File: src/lpt_consts.svh
// Purpose: Constants for the lane transceiver port
// Assumes: 50 MHz core clock
// Notes: Timing counts derive from times in ns
`ifndef LPT_CONSTS_SVH
`define LPT_CONSTS_SVH
`define LPT_WORD_BITS 32
`define LPT_LANE_BYTES 4
`define LPT_LANES_DEFAULT 4
`define LPT_FIFO_DEPTH 16
`define LPT_TX_STATUS_MIN 15
`define LPT_RX_STATUS_MIN 8
`define LPT_STAT_CNT_W 4
`define LPT_BUF_STAT_W 6
`define LPT_BUF_STAT_MAX 30
`define LPT_CLK_MHZ 50
`define LPT_GT_RESET_NS 200
`define LPT_GT_RESET_CYC ((`LPT_GT_RESET_NS * `LPT_CLK_MHZ + 999) / 1000)
`define LPT_TIMER_W 8
`define LPT_IDLE_CHAR 8'hbc
`endif

File: src/lpt_pkg.sv
// Purpose: Types for the lane transceiver port
// Assumes: Nothing beyond the constants header
// Notes: State codes are written out
package lpt_pkg;
   typedef enum logic [1:0] {
      lpt_st_reset = 2'b00,
      lpt_st_wait = 2'b01,
      lpt_st_bond = 2'b10,
      lpt_st_run = 2'b11
   } lpt_state_type;
endpackage : lpt_pkg

File: src/lpt_fifo_if.sv
// Purpose: Valid/ready word carrier between the port and its FIFO
// Assumes: One clock
// Notes: Word moves when valid and ready are both high
`timescale 1ns/100ps
interface lpt_fifo_if #(parameter int W = 8) ();
   logic [W-1:0] data;
   logic valid;
   logic ready;
   modport src (output data, output valid, input ready);
   modport snk (input data, input valid, output ready);
endinterface : lpt_fifo_if

File: src/lpt_fifo.sv
// Purpose: Show-ahead FIFO for transmit words
// Assumes: Power-of-two depth, one clock
// Notes: Ready and valid come straight from flops
`timescale 1ns/100ps
module lpt_fifo #(
   parameter int W = 8,
   parameter int DEPTH = 16
) (
   input wire logic clk,
   input wire logic srst,
   input wire logic ce,
   lpt_fifo_if.snk wr,
   lpt_fifo_if.src rd
);
   localparam int AW = $clog2(DEPTH);

   generate
      if (DEPTH < 2 || DEPTH != (1 << AW)) begin : g_bad_depth
         $error("lpt_fifo depth must be a power of two, at least 2");
      end
   endgenerate

   logic [W-1:0] mem [DEPTH];
   logic [AW-1:0] wptr_reg;
   logic [AW-1:0] rptr_reg;
   logic [AW:0] count_reg;
   logic [AW:0] count_next;
   logic not_full_reg;
   logic not_empty_reg;
   logic push;
   logic pop;

   // Handshakes on both sides
   assign push = wr.valid & not_full_reg;
   assign pop = not_empty_reg & rd.ready;
   assign wr.ready = not_full_reg;
   assign rd.valid = not_empty_reg;
   assign rd.data = mem[rptr_reg];
   assign count_next = count_reg + (AW + 1)'(push) - (AW + 1)'(pop);

   // Storage write
   always_ff @(posedge clk) begin
      if (ce && push) begin
         mem[wptr_reg] <= wr.data;
      end
   end

   // Pointers, fill count and flags
   always_ff @(posedge clk) begin
      if (srst) begin
         wptr_reg <= '0;
         rptr_reg <= '0;
         count_reg <= '0;
         not_full_reg <= 1'b1;
         not_empty_reg <= 1'b0;
      end else if (ce) begin
         if (push) begin
            wptr_reg <= wptr_reg + 1'b1;
         end
         if (pop) begin
            rptr_reg <= rptr_reg + 1'b1;
         end
         count_reg <= count_next;
         not_full_reg <= (count_next != (AW + 1)'(DEPTH));
         not_empty_reg <= (count_next != '0);
      end
   end
endmodule : lpt_fifo

File: src/lpt_lane_port.sv
// Purpose: Lane-facing port toward 8b/10b serial transceivers
// Assumes: Transceiver data on core_clk; reset request and done are asynchronous
// Notes: Receive data is marked valid only after every lane ends reset
`timescale 1ns/100ps
`include "lpt_consts.svh"

// Function
// Buffer layer never presents an all-ones receive buffer status.
// Buffer layer never presents status with low five bits all ones.
// Status estimates free slots, saturating at 30.
// Flow control runs transmitter-controlled while the mode input is high.
// Transmit data goes out as one 32-bit word per lane, concatenated.
// One transmit K flag per byte; bit n marks byte n.
// One transmit inhibit bit per lane disables that lane's transmitter.
// Transceivers deliver one 32-bit receive word per lane, concatenated.
// Transceivers deliver one receive K flag per byte.
// Transceivers deliver one comma flag per received byte.
// A byte with a disparity error is treated as errored.
// A byte failing 8b/10b decoding is treated as errored.
// One bit per lane reports a received channel bonding sequence.
// One bit per lane reports alignment with the bonding master lane.
// One output enables channel bonding in the transceivers.
// Transceivers raise a reset request whenever they need a reset.
// The port drives a reset output toward the transceivers.
// Transceivers report reset completion with one bit per lane.
// Lane initialized only after 15 Status sent and 8 clean received.
// On reset request, reset transceivers; ignore receive data until all lanes done.
module lpt_lane_port #(
   parameter int LANE_COUNT = `LPT_LANES_DEFAULT,
   parameter int FIFO_DEPTH = `LPT_FIFO_DEPTH,
   parameter int BUF_STAT_W = `LPT_BUF_STAT_W
) (
   input wire logic core_clk,
   input wire logic srst,
   input wire logic ce,
   input wire logic [32*LANE_COUNT-1:0] tx_word,
   input wire logic [4*LANE_COUNT-1:0] tx_word_k,
   input wire logic tx_word_valid,
   output wire logic tx_word_ready,
   input wire logic [LANE_COUNT-1:0] tx_lane_off,
   output logic [32*LANE_COUNT-1:0] gttx_data,
   output logic [4*LANE_COUNT-1:0] gttx_charisk,
   output logic [LANE_COUNT-1:0] gttx_inhibit,
   input wire logic [32*LANE_COUNT-1:0] gtrx_data,
   input wire logic [4*LANE_COUNT-1:0] gtrx_charisk,
   input wire logic [4*LANE_COUNT-1:0] gtrx_chariscomma,
   input wire logic [4*LANE_COUNT-1:0] gtrx_disperr,
   input wire logic [4*LANE_COUNT-1:0] gtrx_notintable,
   input wire logic [LANE_COUNT-1:0] gtrx_chanbondseq,
   input wire logic [LANE_COUNT-1:0] gtrx_chanisaligned,
   output logic gtrx_chanbonden,
   input wire logic gtrx_reset_req,
   output logic gtrx_reset,
   input wire logic [LANE_COUNT-1:0] gtrx_reset_done,
   output logic [32*LANE_COUNT-1:0] rx_word,
   output logic [4*LANE_COUNT-1:0] rx_word_k,
   output logic [4*LANE_COUNT-1:0] rx_word_comma,
   output logic [4*LANE_COUNT-1:0] rx_byte_err,
   output logic rx_word_valid,
   output logic [LANE_COUNT-1:0] rx_bond_seq,
   input wire logic [BUF_STAT_W-1:0] buf_stat_in,
   input wire logic tx_flow_control,
   output logic [BUF_STAT_W-1:0] buf_stat_out,
   output logic tx_flow_mode,
   input wire logic tx_status_sent,
   input wire logic [LANE_COUNT-1:0] rx_status_good,
   input wire logic [LANE_COUNT-1:0] rx_status_bad,
   output logic [LANE_COUNT-1:0] lane_initialized,
   output logic [1:0] port_state
);
   import lpt_pkg::*;

   localparam int TXW = 36 * LANE_COUNT;
   localparam int SCW = `LPT_STAT_CNT_W;
   localparam logic [`LPT_TIMER_W-1:0] RST_CYC = `LPT_TIMER_W'(`LPT_GT_RESET_CYC);
   localparam logic [SCW-1:0] TX_MIN = SCW'(`LPT_TX_STATUS_MIN);
   localparam logic [SCW-1:0] RX_MIN = SCW'(`LPT_RX_STATUS_MIN);
   localparam logic [BUF_STAT_W-1:0] STAT_MAX = BUF_STAT_W'(`LPT_BUF_STAT_MAX);

   // ****************************************
   // Parameter checks
   // ****************************************
   generate
      if (LANE_COUNT != 1 && LANE_COUNT != 2 && LANE_COUNT != 4) begin : g_bad_lanes
         $error("lpt_lane_port lane count must be 1, 2 or 4");
      end
      if (BUF_STAT_W < 5) begin : g_bad_stat
         $error("lpt_lane_port buffer status needs at least 5 bits");
      end
   endgenerate

   // All lanes report a level high
   function automatic logic all_lanes(input logic [LANE_COUNT-1:0] v);
      all_lanes = &v;
   endfunction : all_lanes

   // ****************************************
   // Input synchronisers
   // ****************************************
   logic req_meta_reg;
   logic req_sync_reg;
   logic [LANE_COUNT-1:0] done_meta_reg;
   logic [LANE_COUNT-1:0] done_sync_reg;

   // Two flops on transceiver reset handshake levels
   always_ff @(posedge core_clk) begin
      if (srst) begin
         req_meta_reg <= 1'b0;
         req_sync_reg <= 1'b0;
         done_meta_reg <= '0;
         done_sync_reg <= '0;
      end else if (ce) begin
         req_meta_reg <= gtrx_reset_req;
         req_sync_reg <= req_meta_reg;
         done_meta_reg <= gtrx_reset_done;
         done_sync_reg <= done_meta_reg;
      end
   end

   // ****************************************
   // Transceiver reset and bonding sequence
   // ****************************************
   lpt_state_type state_reg;
   logic [`LPT_TIMER_W-1:0] timer_reg;
   logic run;

   assign run = (state_reg == lpt_st_run);

   // Reset pulse, wait for done, bond if more than one lane, then run
   always_ff @(posedge core_clk) begin
      if (srst) begin
         state_reg <= lpt_st_reset;
         timer_reg <= RST_CYC;
      end else if (ce) begin
         if (req_sync_reg && state_reg != lpt_st_reset) begin
            state_reg <= lpt_st_reset;
            timer_reg <= RST_CYC;
         end else begin
            case (state_reg)
               lpt_st_reset: begin
                  if (timer_reg <= `LPT_TIMER_W'(1)) begin
                     state_reg <= lpt_st_wait;
                  end else begin
                     timer_reg <= timer_reg - 1'b1;
                  end
               end
               lpt_st_wait: begin
                  if (all_lanes(done_sync_reg)) begin
                     state_reg <= (LANE_COUNT == 1) ? lpt_st_run : lpt_st_bond;
                  end
               end
               lpt_st_bond: begin
                  if (!all_lanes(done_sync_reg)) begin
                     state_reg <= lpt_st_wait;
                  end else if (all_lanes(gtrx_chanisaligned)) begin
                     state_reg <= lpt_st_run;
                  end
               end
               lpt_st_run: begin
                  if (!all_lanes(done_sync_reg)) begin
                     state_reg <= lpt_st_wait;
                  end else if (LANE_COUNT > 1 && !all_lanes(gtrx_chanisaligned)) begin
                     state_reg <= lpt_st_bond;
                  end
               end
               default: begin
                  state_reg <= lpt_st_reset;
               end
            endcase
         end
      end
   end

   // Reset and bonding outputs from state
   always_ff @(posedge core_clk) begin
      if (srst) begin
         gtrx_reset <= 1'b1;
         gtrx_chanbonden <= 1'b0;
         port_state <= 2'b00;
      end else if (ce) begin
         gtrx_reset <= (state_reg == lpt_st_reset) && !(timer_reg <= `LPT_TIMER_W'(1));
         gtrx_chanbonden <= (LANE_COUNT > 1) && (state_reg[1] == 1'b1);
         port_state <= state_reg;
      end
   end

   // ****************************************
   // Transmit path
   // ****************************************
   lpt_fifo_if #(.W(TXW)) fifo_in ();
   lpt_fifo_if #(.W(TXW)) fifo_out ();

   assign fifo_in.data = {tx_word_k, tx_word};
   assign fifo_in.valid = tx_word_valid;
   assign tx_word_ready = fifo_in.ready;
   assign fifo_out.ready = run;

   lpt_fifo #(
      .W(TXW),
      .DEPTH(FIFO_DEPTH)
   ) u_tx_fifo (
      .clk(core_clk),
      .srst(srst),
      .ce(ce),
      .wr(fifo_in),
      .rd(fifo_out)
   );

   // Per-lane word, flags and inhibit; idle comma when nothing queued
   genvar ln;
   generate
      for (ln = 0; ln < LANE_COUNT; ln++) begin : g_tx_lane
         always_ff @(posedge core_clk) begin
            if (srst) begin
               gttx_data[32*ln +: 32] <= {24'h000000, `LPT_IDLE_CHAR};
               gttx_charisk[4*ln +: 4] <= 4'h1;
               gttx_inhibit[ln] <= 1'b0;
            end else if (ce) begin
               if (run && fifo_out.valid) begin
                  gttx_data[32*ln +: 32] <= fifo_out.data[32*ln +: 32];
                  gttx_charisk[4*ln +: 4] <= fifo_out.data[32*LANE_COUNT+4*ln +: 4];
               end else begin
                  gttx_data[32*ln +: 32] <= {24'h000000, `LPT_IDLE_CHAR};
                  gttx_charisk[4*ln +: 4] <= 4'h1;
               end
               gttx_inhibit[ln] <= tx_lane_off[ln];
            end
         end
      end
   endgenerate

   // ****************************************
   // Receive path
   // ****************************************
   // Receive word, flags and per-byte error
   always_ff @(posedge core_clk) begin
      if (srst) begin
         rx_word <= '0;
         rx_word_k <= '0;
         rx_word_comma <= '0;
         rx_byte_err <= '0;
         rx_bond_seq <= '0;
         rx_word_valid <= 1'b0;
      end else if (ce) begin
         rx_word <= gtrx_data;
         rx_word_k <= gtrx_charisk;
         rx_word_comma <= gtrx_chariscomma;
         rx_byte_err <= gtrx_disperr | gtrx_notintable; // see R11
         rx_bond_seq <= gtrx_chanbondseq;
         rx_word_valid <= run;
      end
   end

   // ****************************************
   // Buffer status and flow mode
   // ****************************************
   // Clamp status so reserved codes never pass on
   always_ff @(posedge core_clk) begin
      if (srst) begin
         buf_stat_out <= '0;
         tx_flow_mode <= 1'b0;
      end else if (ce) begin
         buf_stat_out <= (buf_stat_in > STAT_MAX) ? STAT_MAX : buf_stat_in; // see R1 see R2
         tx_flow_mode <= tx_flow_control;
      end
   end

   // ****************************************
   // Initialization counts
   // ****************************************
   logic [SCW-1:0] tx_stat_cnt_reg;

   // Saturating count of Status symbols sent
   always_ff @(posedge core_clk) begin
      if (srst) begin
         tx_stat_cnt_reg <= '0;
      end else if (ce) begin
         if (!run) begin
            tx_stat_cnt_reg <= '0;
         end else if (tx_status_sent && tx_stat_cnt_reg < TX_MIN) begin
            tx_stat_cnt_reg <= tx_stat_cnt_reg + 1'b1;
         end
      end
   end

   // Per-lane clean Status count; an errored one restarts it
   generate
      for (ln = 0; ln < LANE_COUNT; ln++) begin : g_init_lane
         logic [SCW-1:0] rx_cnt_reg;
         always_ff @(posedge core_clk) begin
            if (srst) begin
               rx_cnt_reg <= '0;
               lane_initialized[ln] <= 1'b0;
            end else if (ce) begin
               if (!run || rx_status_bad[ln]) begin
                  rx_cnt_reg <= '0;
               end else if (rx_status_good[ln] && rx_cnt_reg < RX_MIN) begin
                  rx_cnt_reg <= rx_cnt_reg + 1'b1;
               end
               lane_initialized[ln] <= run && !rx_status_bad[ln]
                  && (tx_stat_cnt_reg >= TX_MIN) && (rx_cnt_reg >= RX_MIN);
            end
         end
      end
   endgenerate
endmodule : lpt_lane_port

File: config.mk
export PLATFORM = sky130hd
export DESIGN_NAME = lpt_lane_port
export DESIGN_NICKNAME = d
export VERILOG_FILES = /design/src/lpt_pkg.sv /design/src/lpt_fifo_if.sv /design/src/lpt_fifo.sv /design/src/lpt_lane_port.sv
export VERILOG_INCLUDE_DIRS = /design/src
export SDC_FILE = /design/constraint.sdc
export NUM_CORES = 2
export LEC_CHECK = 0
export ABC_AREA = 1
export BUFFER_PORTS_ARGS = -buffer_cell sky130_fd_sc_hd__buf_2
export CAP_MARGIN = 20
export CORE_ASPECT_RATIO = 0.5
export CORE_MARGIN = 2
export CORE_UTILIZATION = 55
export CTS_CLUSTER_DIAMETER = 100
export CTS_CLUSTER_SIZE = 20
export DETAILED_ROUTE_END_ITERATION = 10
export PLACE_DENSITY = 0.74
export SLEW_MARGIN = 5
export SYNTH_ARGS = -nofsm -noshare
export SYNTH_HDL_FRONTEND = slang
export SYNTH_SLANG_ARGS = --single-unit
File: constraint.sdc
create_clock -name core_clk -period 15.5 [get_ports core_clk]
set_input_delay 3.1 -clock core_clk [delete_from_list [all_inputs] [get_ports core_clk]]
set_output_delay 3.1 -clock core_clk [all_outputs]
set_load 0.1 [all_outputs]
---- Yosys cells after proc, flatten, opt, wreduce, memory -nomap -nowiden ----
Memory sizes are Yosys's and may differ from the RTL's. A register that Yosys moved wholly into a read port is not among the register bits.
Cells that the tools add are included.
storage, ports and cells
  logic and storage cells ................. 163
  memories kept ........................... 1
  output and inout port bits .............. 345
  register bits after elaboration ......... 399
  bits of input ports ..................... 373
  RAM bits ................................ 2304
operators by class
  bitwise operators ....................... 3
  multiplexer cells ....................... 34
  equal/unequal tests ..................... 10
  add/sub/neg operators ................... 10
  reduce and logical (&&, ||, !) cells .... 50
  order comparisons ....................... 12
memories
  memory         depth  bits a word  rd ports  clocked after Yosys merged registers in  wr ports  line            RTL
  u_tx_fifo.mem  16     144          1         1                                        1         lpt_fifo.sv:23  logic [W-1:0] mem [DEPTH];
operators with widths
  operator                                                                          count
  32-bit two-way mux                                                                4
  4-bit two-way mux                                                                 16
  4-bit by 1-bit adder with 4-bit output (second input constant)                    7
  8-bit two-way mux                                                                 3
  1-bit logical AND                                                                 21
  4-bit greater-or-equal comparator (second input constant)                         5
  4-bit < comparator (second input constant)                                        5
  16-bit OR                                                                         1
  2-bit two-way mux                                                                 7
  2-bit AND reduction                                                               7
  2-bit nonzero test                                                                6
  8-bit by 1-bit <= comparator with 1-bit output (second input constant)            1
  4-bit != test (second input constant)                                             2
  2-bit case mux with 4 select lines                                                1
  4-bit AND reduction                                                               2
  8-bit by 1-bit subtractor with 8-bit output (second input constant)               1
  6-bit by 5-bit greater-than comparator with 1-bit output (second input constant)  1
  1-bit logical NOT                                                                 6
  6-bit two-way mux                                                                 1
  3-bit != test (second input constant)                                             2
  5-bit by 1-bit adder with 5-bit output                                            1
  5-bit != test (second input constant)                                             1
  5-bit AND reduction                                                               1
  5-bit nonzero test                                                                1
  other kinds (10)                                                                  16

---- Depth between registers and ports, before layout ----
  depth in word-level cells ............... 5
  gate-level depth with buffers ........... 14
  depth with buffers taken out ............ 14

---- Modules after synthesis ----
A second synthesis with hierarchy kept.
unflattened totals
  cell total of the unflattened synthesis .. 8537
  area, all modules ....................... 104735.4 sq um
modules (own cells, without submodules)
  module         cells each  area an instance (sq um)  instances  seq. area each (sq um)
  lpt_fifo       6990        91171.2                   1          69566.7
  lpt_lane_port  1547        13564.3                   1          7667.4

---- Worst setup path after synthesis ----
Ideal clock, no wire load.
  path kind ............................... input to register
  start ................................... input tx_word_valid
  end ..................................... memory u_tx_fifo.mem[11][0] (netlist bit), enable pin
  arrival ................................. 9.624 ns
  slack ................................... 5.225 ns
  required time ........................... 14.850 ns
  stages .................................. 4
  library setup time ...................... 0.650 ns
  cells stage by stage .................... nand2_1 -> nor2_1 -> nand3_1 -> nor2_1
between the ends
  longest elaborated chain between the ends .. 4
ends and longest elaborated chain
  element                                  line                 RTL
  start, declared                          lpt_lane_port.sv:38  input wire logic tx_word_valid,
  1-bit bitwise AND                        lpt_fifo.sv:34       assign push = wr.valid & not_full_reg;
  1-bit logical AND                        lpt_fifo.sv:43       if (ce && push) begin
  1-bit two-way mux                        lpt_fifo.sv:43
  1-bit two-way mux (implied by the code)  lpt_fifo.sv:44       mem[wptr_reg] <= wr.data;
  end, declared                            lpt_fifo.sv:23
Every way passes these cells.

---- Final worst setup path ----
  start ................................... input ce
  end ..................................... memory u_tx_fifo.mem[1][101] (netlist bit), enable pin
between the ends
  longest elaborated chain between the ends .. 3
ends and longest elaborated chain
  element                                  line                 RTL
  start, declared                          lpt_lane_port.sv:35  input wire logic ce,
  1-bit logical AND                        lpt_fifo.sv:43
  1-bit two-way mux                        lpt_fifo.sv:43
  1-bit two-way mux (implied by the code)  lpt_fifo.sv:44
Every way passes these cells.

==> run metrics <==
Mapped Area=approximately 110,000 sq um; reg2reg end=gttx_data[79]; Post-synth EDFFs=between 2,000 and 2,500; WP data required=about 16 ns; worst vdd ir=around 0.086 mV; post-layout net count=between 10,000 and 15,000; clk buf depth=4; gpl congestion=0.804; crit start category=input port; Fin Setup TNS=0 ns; Hold Vio Cnt, Final=0; DR pass1 iterations=6; Final Skew=between 0.07 and 0.08 ns; Max Clk Rate=137 MHz; Worst Path Arrival=about 7.7 ns; largest net degree at the start of global routing=between 200 and 250; Ports=just over 700; Setup crit start=ce; FP Rows=around 110; Root Buffer=clkbuf_16; Final Non-Filler Cells=12,800; pre-CTS WS=about 7.1 ns; DRT iter0 DRCs=approximately 8,900; routed wire length=~270,000 um; Die Width=about 630 um; outcome=finished clean; number of antenna violations at the first check in global routing=between 40 and 50; Num CTS Buffers=roughly 160; number of buffers added for setup after CTS=0; CTS H-tree lvls=4; Worst Setup EP=u_tx_fifo.mem[1][101]; synth top area cells=edfxtp_1, nand2_1, dfxtp_1, nand3_1, nor2_1; average size of a mapped cell=about 11 sq um; # Max-Cap Violations=0; Yosys warnings=0; DP Cell Count=between 10,000 and 15,000; Die ar.=about 200,000 sq um; min-delay worst type=reg -> reg; crit-path max FO=50; biggest regs=u_tx_fifo.mem (2304), gttx_data (128), rx_word (128); min-delay src=gttx_data[85]; Final Core Density=60.5%; Distinct cells, synth=34; worst-margin pin slew=around 1.2 ns; largest area contributor in the netlist=edfxtp_1; share of layout cells above drive strength 1=between 10% and 20%; number of port buffers=roughly 720; commonest non-fill, non-tap cell in the layout=nand2_1; worst skew pair latency=~0.88 ns; Die Ht=~320 um; Synth top area share=64.6%; Seq cells post-synth=between 2,000 and 3,000; clock sink count=approximately 2,700; number of nets with antenna violations after routing=0; clock transition at the registers of the reported paths=~0.080 ns; via count=approximately 72,000; Cells after Synth=between 9,000 and 10,000; Total GRT Usage=between 20% and 30%; Post-route DRC=0; Final Cell Area=~120,000 sq um; worst path cell trace=buf_2 -> buf_4 -> inv_1 -> buf_16 -> nor2_1 -> nand2_1 -> nor2_4 -> buf_4 -> buf_4 -> buf_4; Post-Syn Nets=around 10,000; FF-to-FF path depth=11; hold buffer count at CTS=0; RSZ-0062 raised after global routing=no; Crit Path Category=in -> reg; Slew HR=between 10% and 20%; CTS tree=built; Final setup viols=0; cell at the slowest stage of the critical path=buf_4; worst stage delay on the critical path=just under 0.9 ns; initial core utilization=55.4%; pwr dens=111 nW/um^2; PnR worst setup slack=between 8 and 9 ns; Pins Over Slew Limit=0; Wirelength per Cell=roughly 21 um; most used cell along the critical path=buf_4; Area growth, synth to finish=9.25%; Core Area=193,000 sq um; register area share after synthesis=72.1%; Most flops, register=u_tx_fifo.mem; vias in the first global route=around 67,000; grt ovf=0; max reg flops=approximately 2,300; Vias/cell=about 5.7; DP Area=112,000 sq um; minimum clock period=7.29 ns; Critical Path End Type=register; period utilisation layout=a little under half; post-CTS sizing=0; setup slack, reg-to-reg=about 10 ns; first-pass GRT wire length=slightly above 400,000 um; leading register cell type out of synthesis=edfxtp_1; post-synthesis async set-or-reset flop share=0%; filler cell count=roughly 15,000; hpwl dp=149,000 um; most frequent cells in the layout=nand2_1, edfxtp_1, nand3_1; Leakage=approximately 45 nW
==> cell usage after synthesis (all sizes together) (2+ instances only) <==
cell    number
or2         29
nor3        23
ha          21
nand2     2827
dfxtp      402
inv        450
edfxtp    2304
a21oi       44
a22o       166
xor2        10
nor2      1068
clkbuf     244
nand3     1147
o21ai      535
a211oi       5
nand4        5
o21a         2
o211ai       3
buf        322
and3         2
==> where the power goes <==
group / switching (mW) / total [mW] / internal [mW]
clock network: 2.29 / 4.28 / 1.99
registers: 0.0381 / 8.00 / 7.97
logic: 0.579 / 0.727 / 0.148
total: 2.91 / 13.0 / 10.1
==> cell type report <==
class	count	area [sq um]	share of cell area, %
sequential	2706	77200	66.0
multi-input combinational	5892	25700	21.9
timing repair buffer	817	4500	3.84
clock buffer	255	4470	3.82
tap	2610	3270	2.79
inverter	451	1720	1.47
antenna	26	65.1	0.0556
clock inverter	4	37.5	0.0321
==> metal layers <==
metal  vias up  part of all wire [%]  global-route usage (%)
li1      33400                     -                       -
met1     34800                    40                    37.1
met2      3535                    47                    43.2
met3       498                   9.1                    3.82
met4         0                   3.5                    10.2
met5         -                     0                       0
==> how the worst min path moves through the flow <==
stage	cells past startpoint	end
3_5_place_dp	2	gttx_data[54]
3_3_place_gp	2	buf_stat_out[5]
6_report	2	gttx_data[85]
2_1_floorplan	2	done_sync_reg[2]
5_1_grt	2	gttx_data[8]
4_1_cts	2	buf_stat_out[5]
==> worst max-delay path: cells and delay by family <==
kind,cells,cell delay (ns)
AND/OR/NAND/NOR,3,1.05
buffers and inverters,7,3.47
==> per-stage QoR <==
stage / hold WS [ns] / power [mW]
final: 0.448 / 13.0
after global routing: 0.467 / 13.4
after CTS: 0.451 / 13.1
after detailed placement: 0.434 / 8.89
after global placement: 0.429 / 8.88
after floorplan: 0.428 / 8.63
==> cells by family after synthesis <==
kind of cell    after synthesis  share of synthesized area, %
compound gates              758                          4.15
buf+inv                    1017                          4.02
fa+ha+maj                    22                         0.264
simple gates               5101                          19.3
flops                      2706                          72.1
xor+xnor                     11                        0.0900
(Power assumes the default switching activity.)
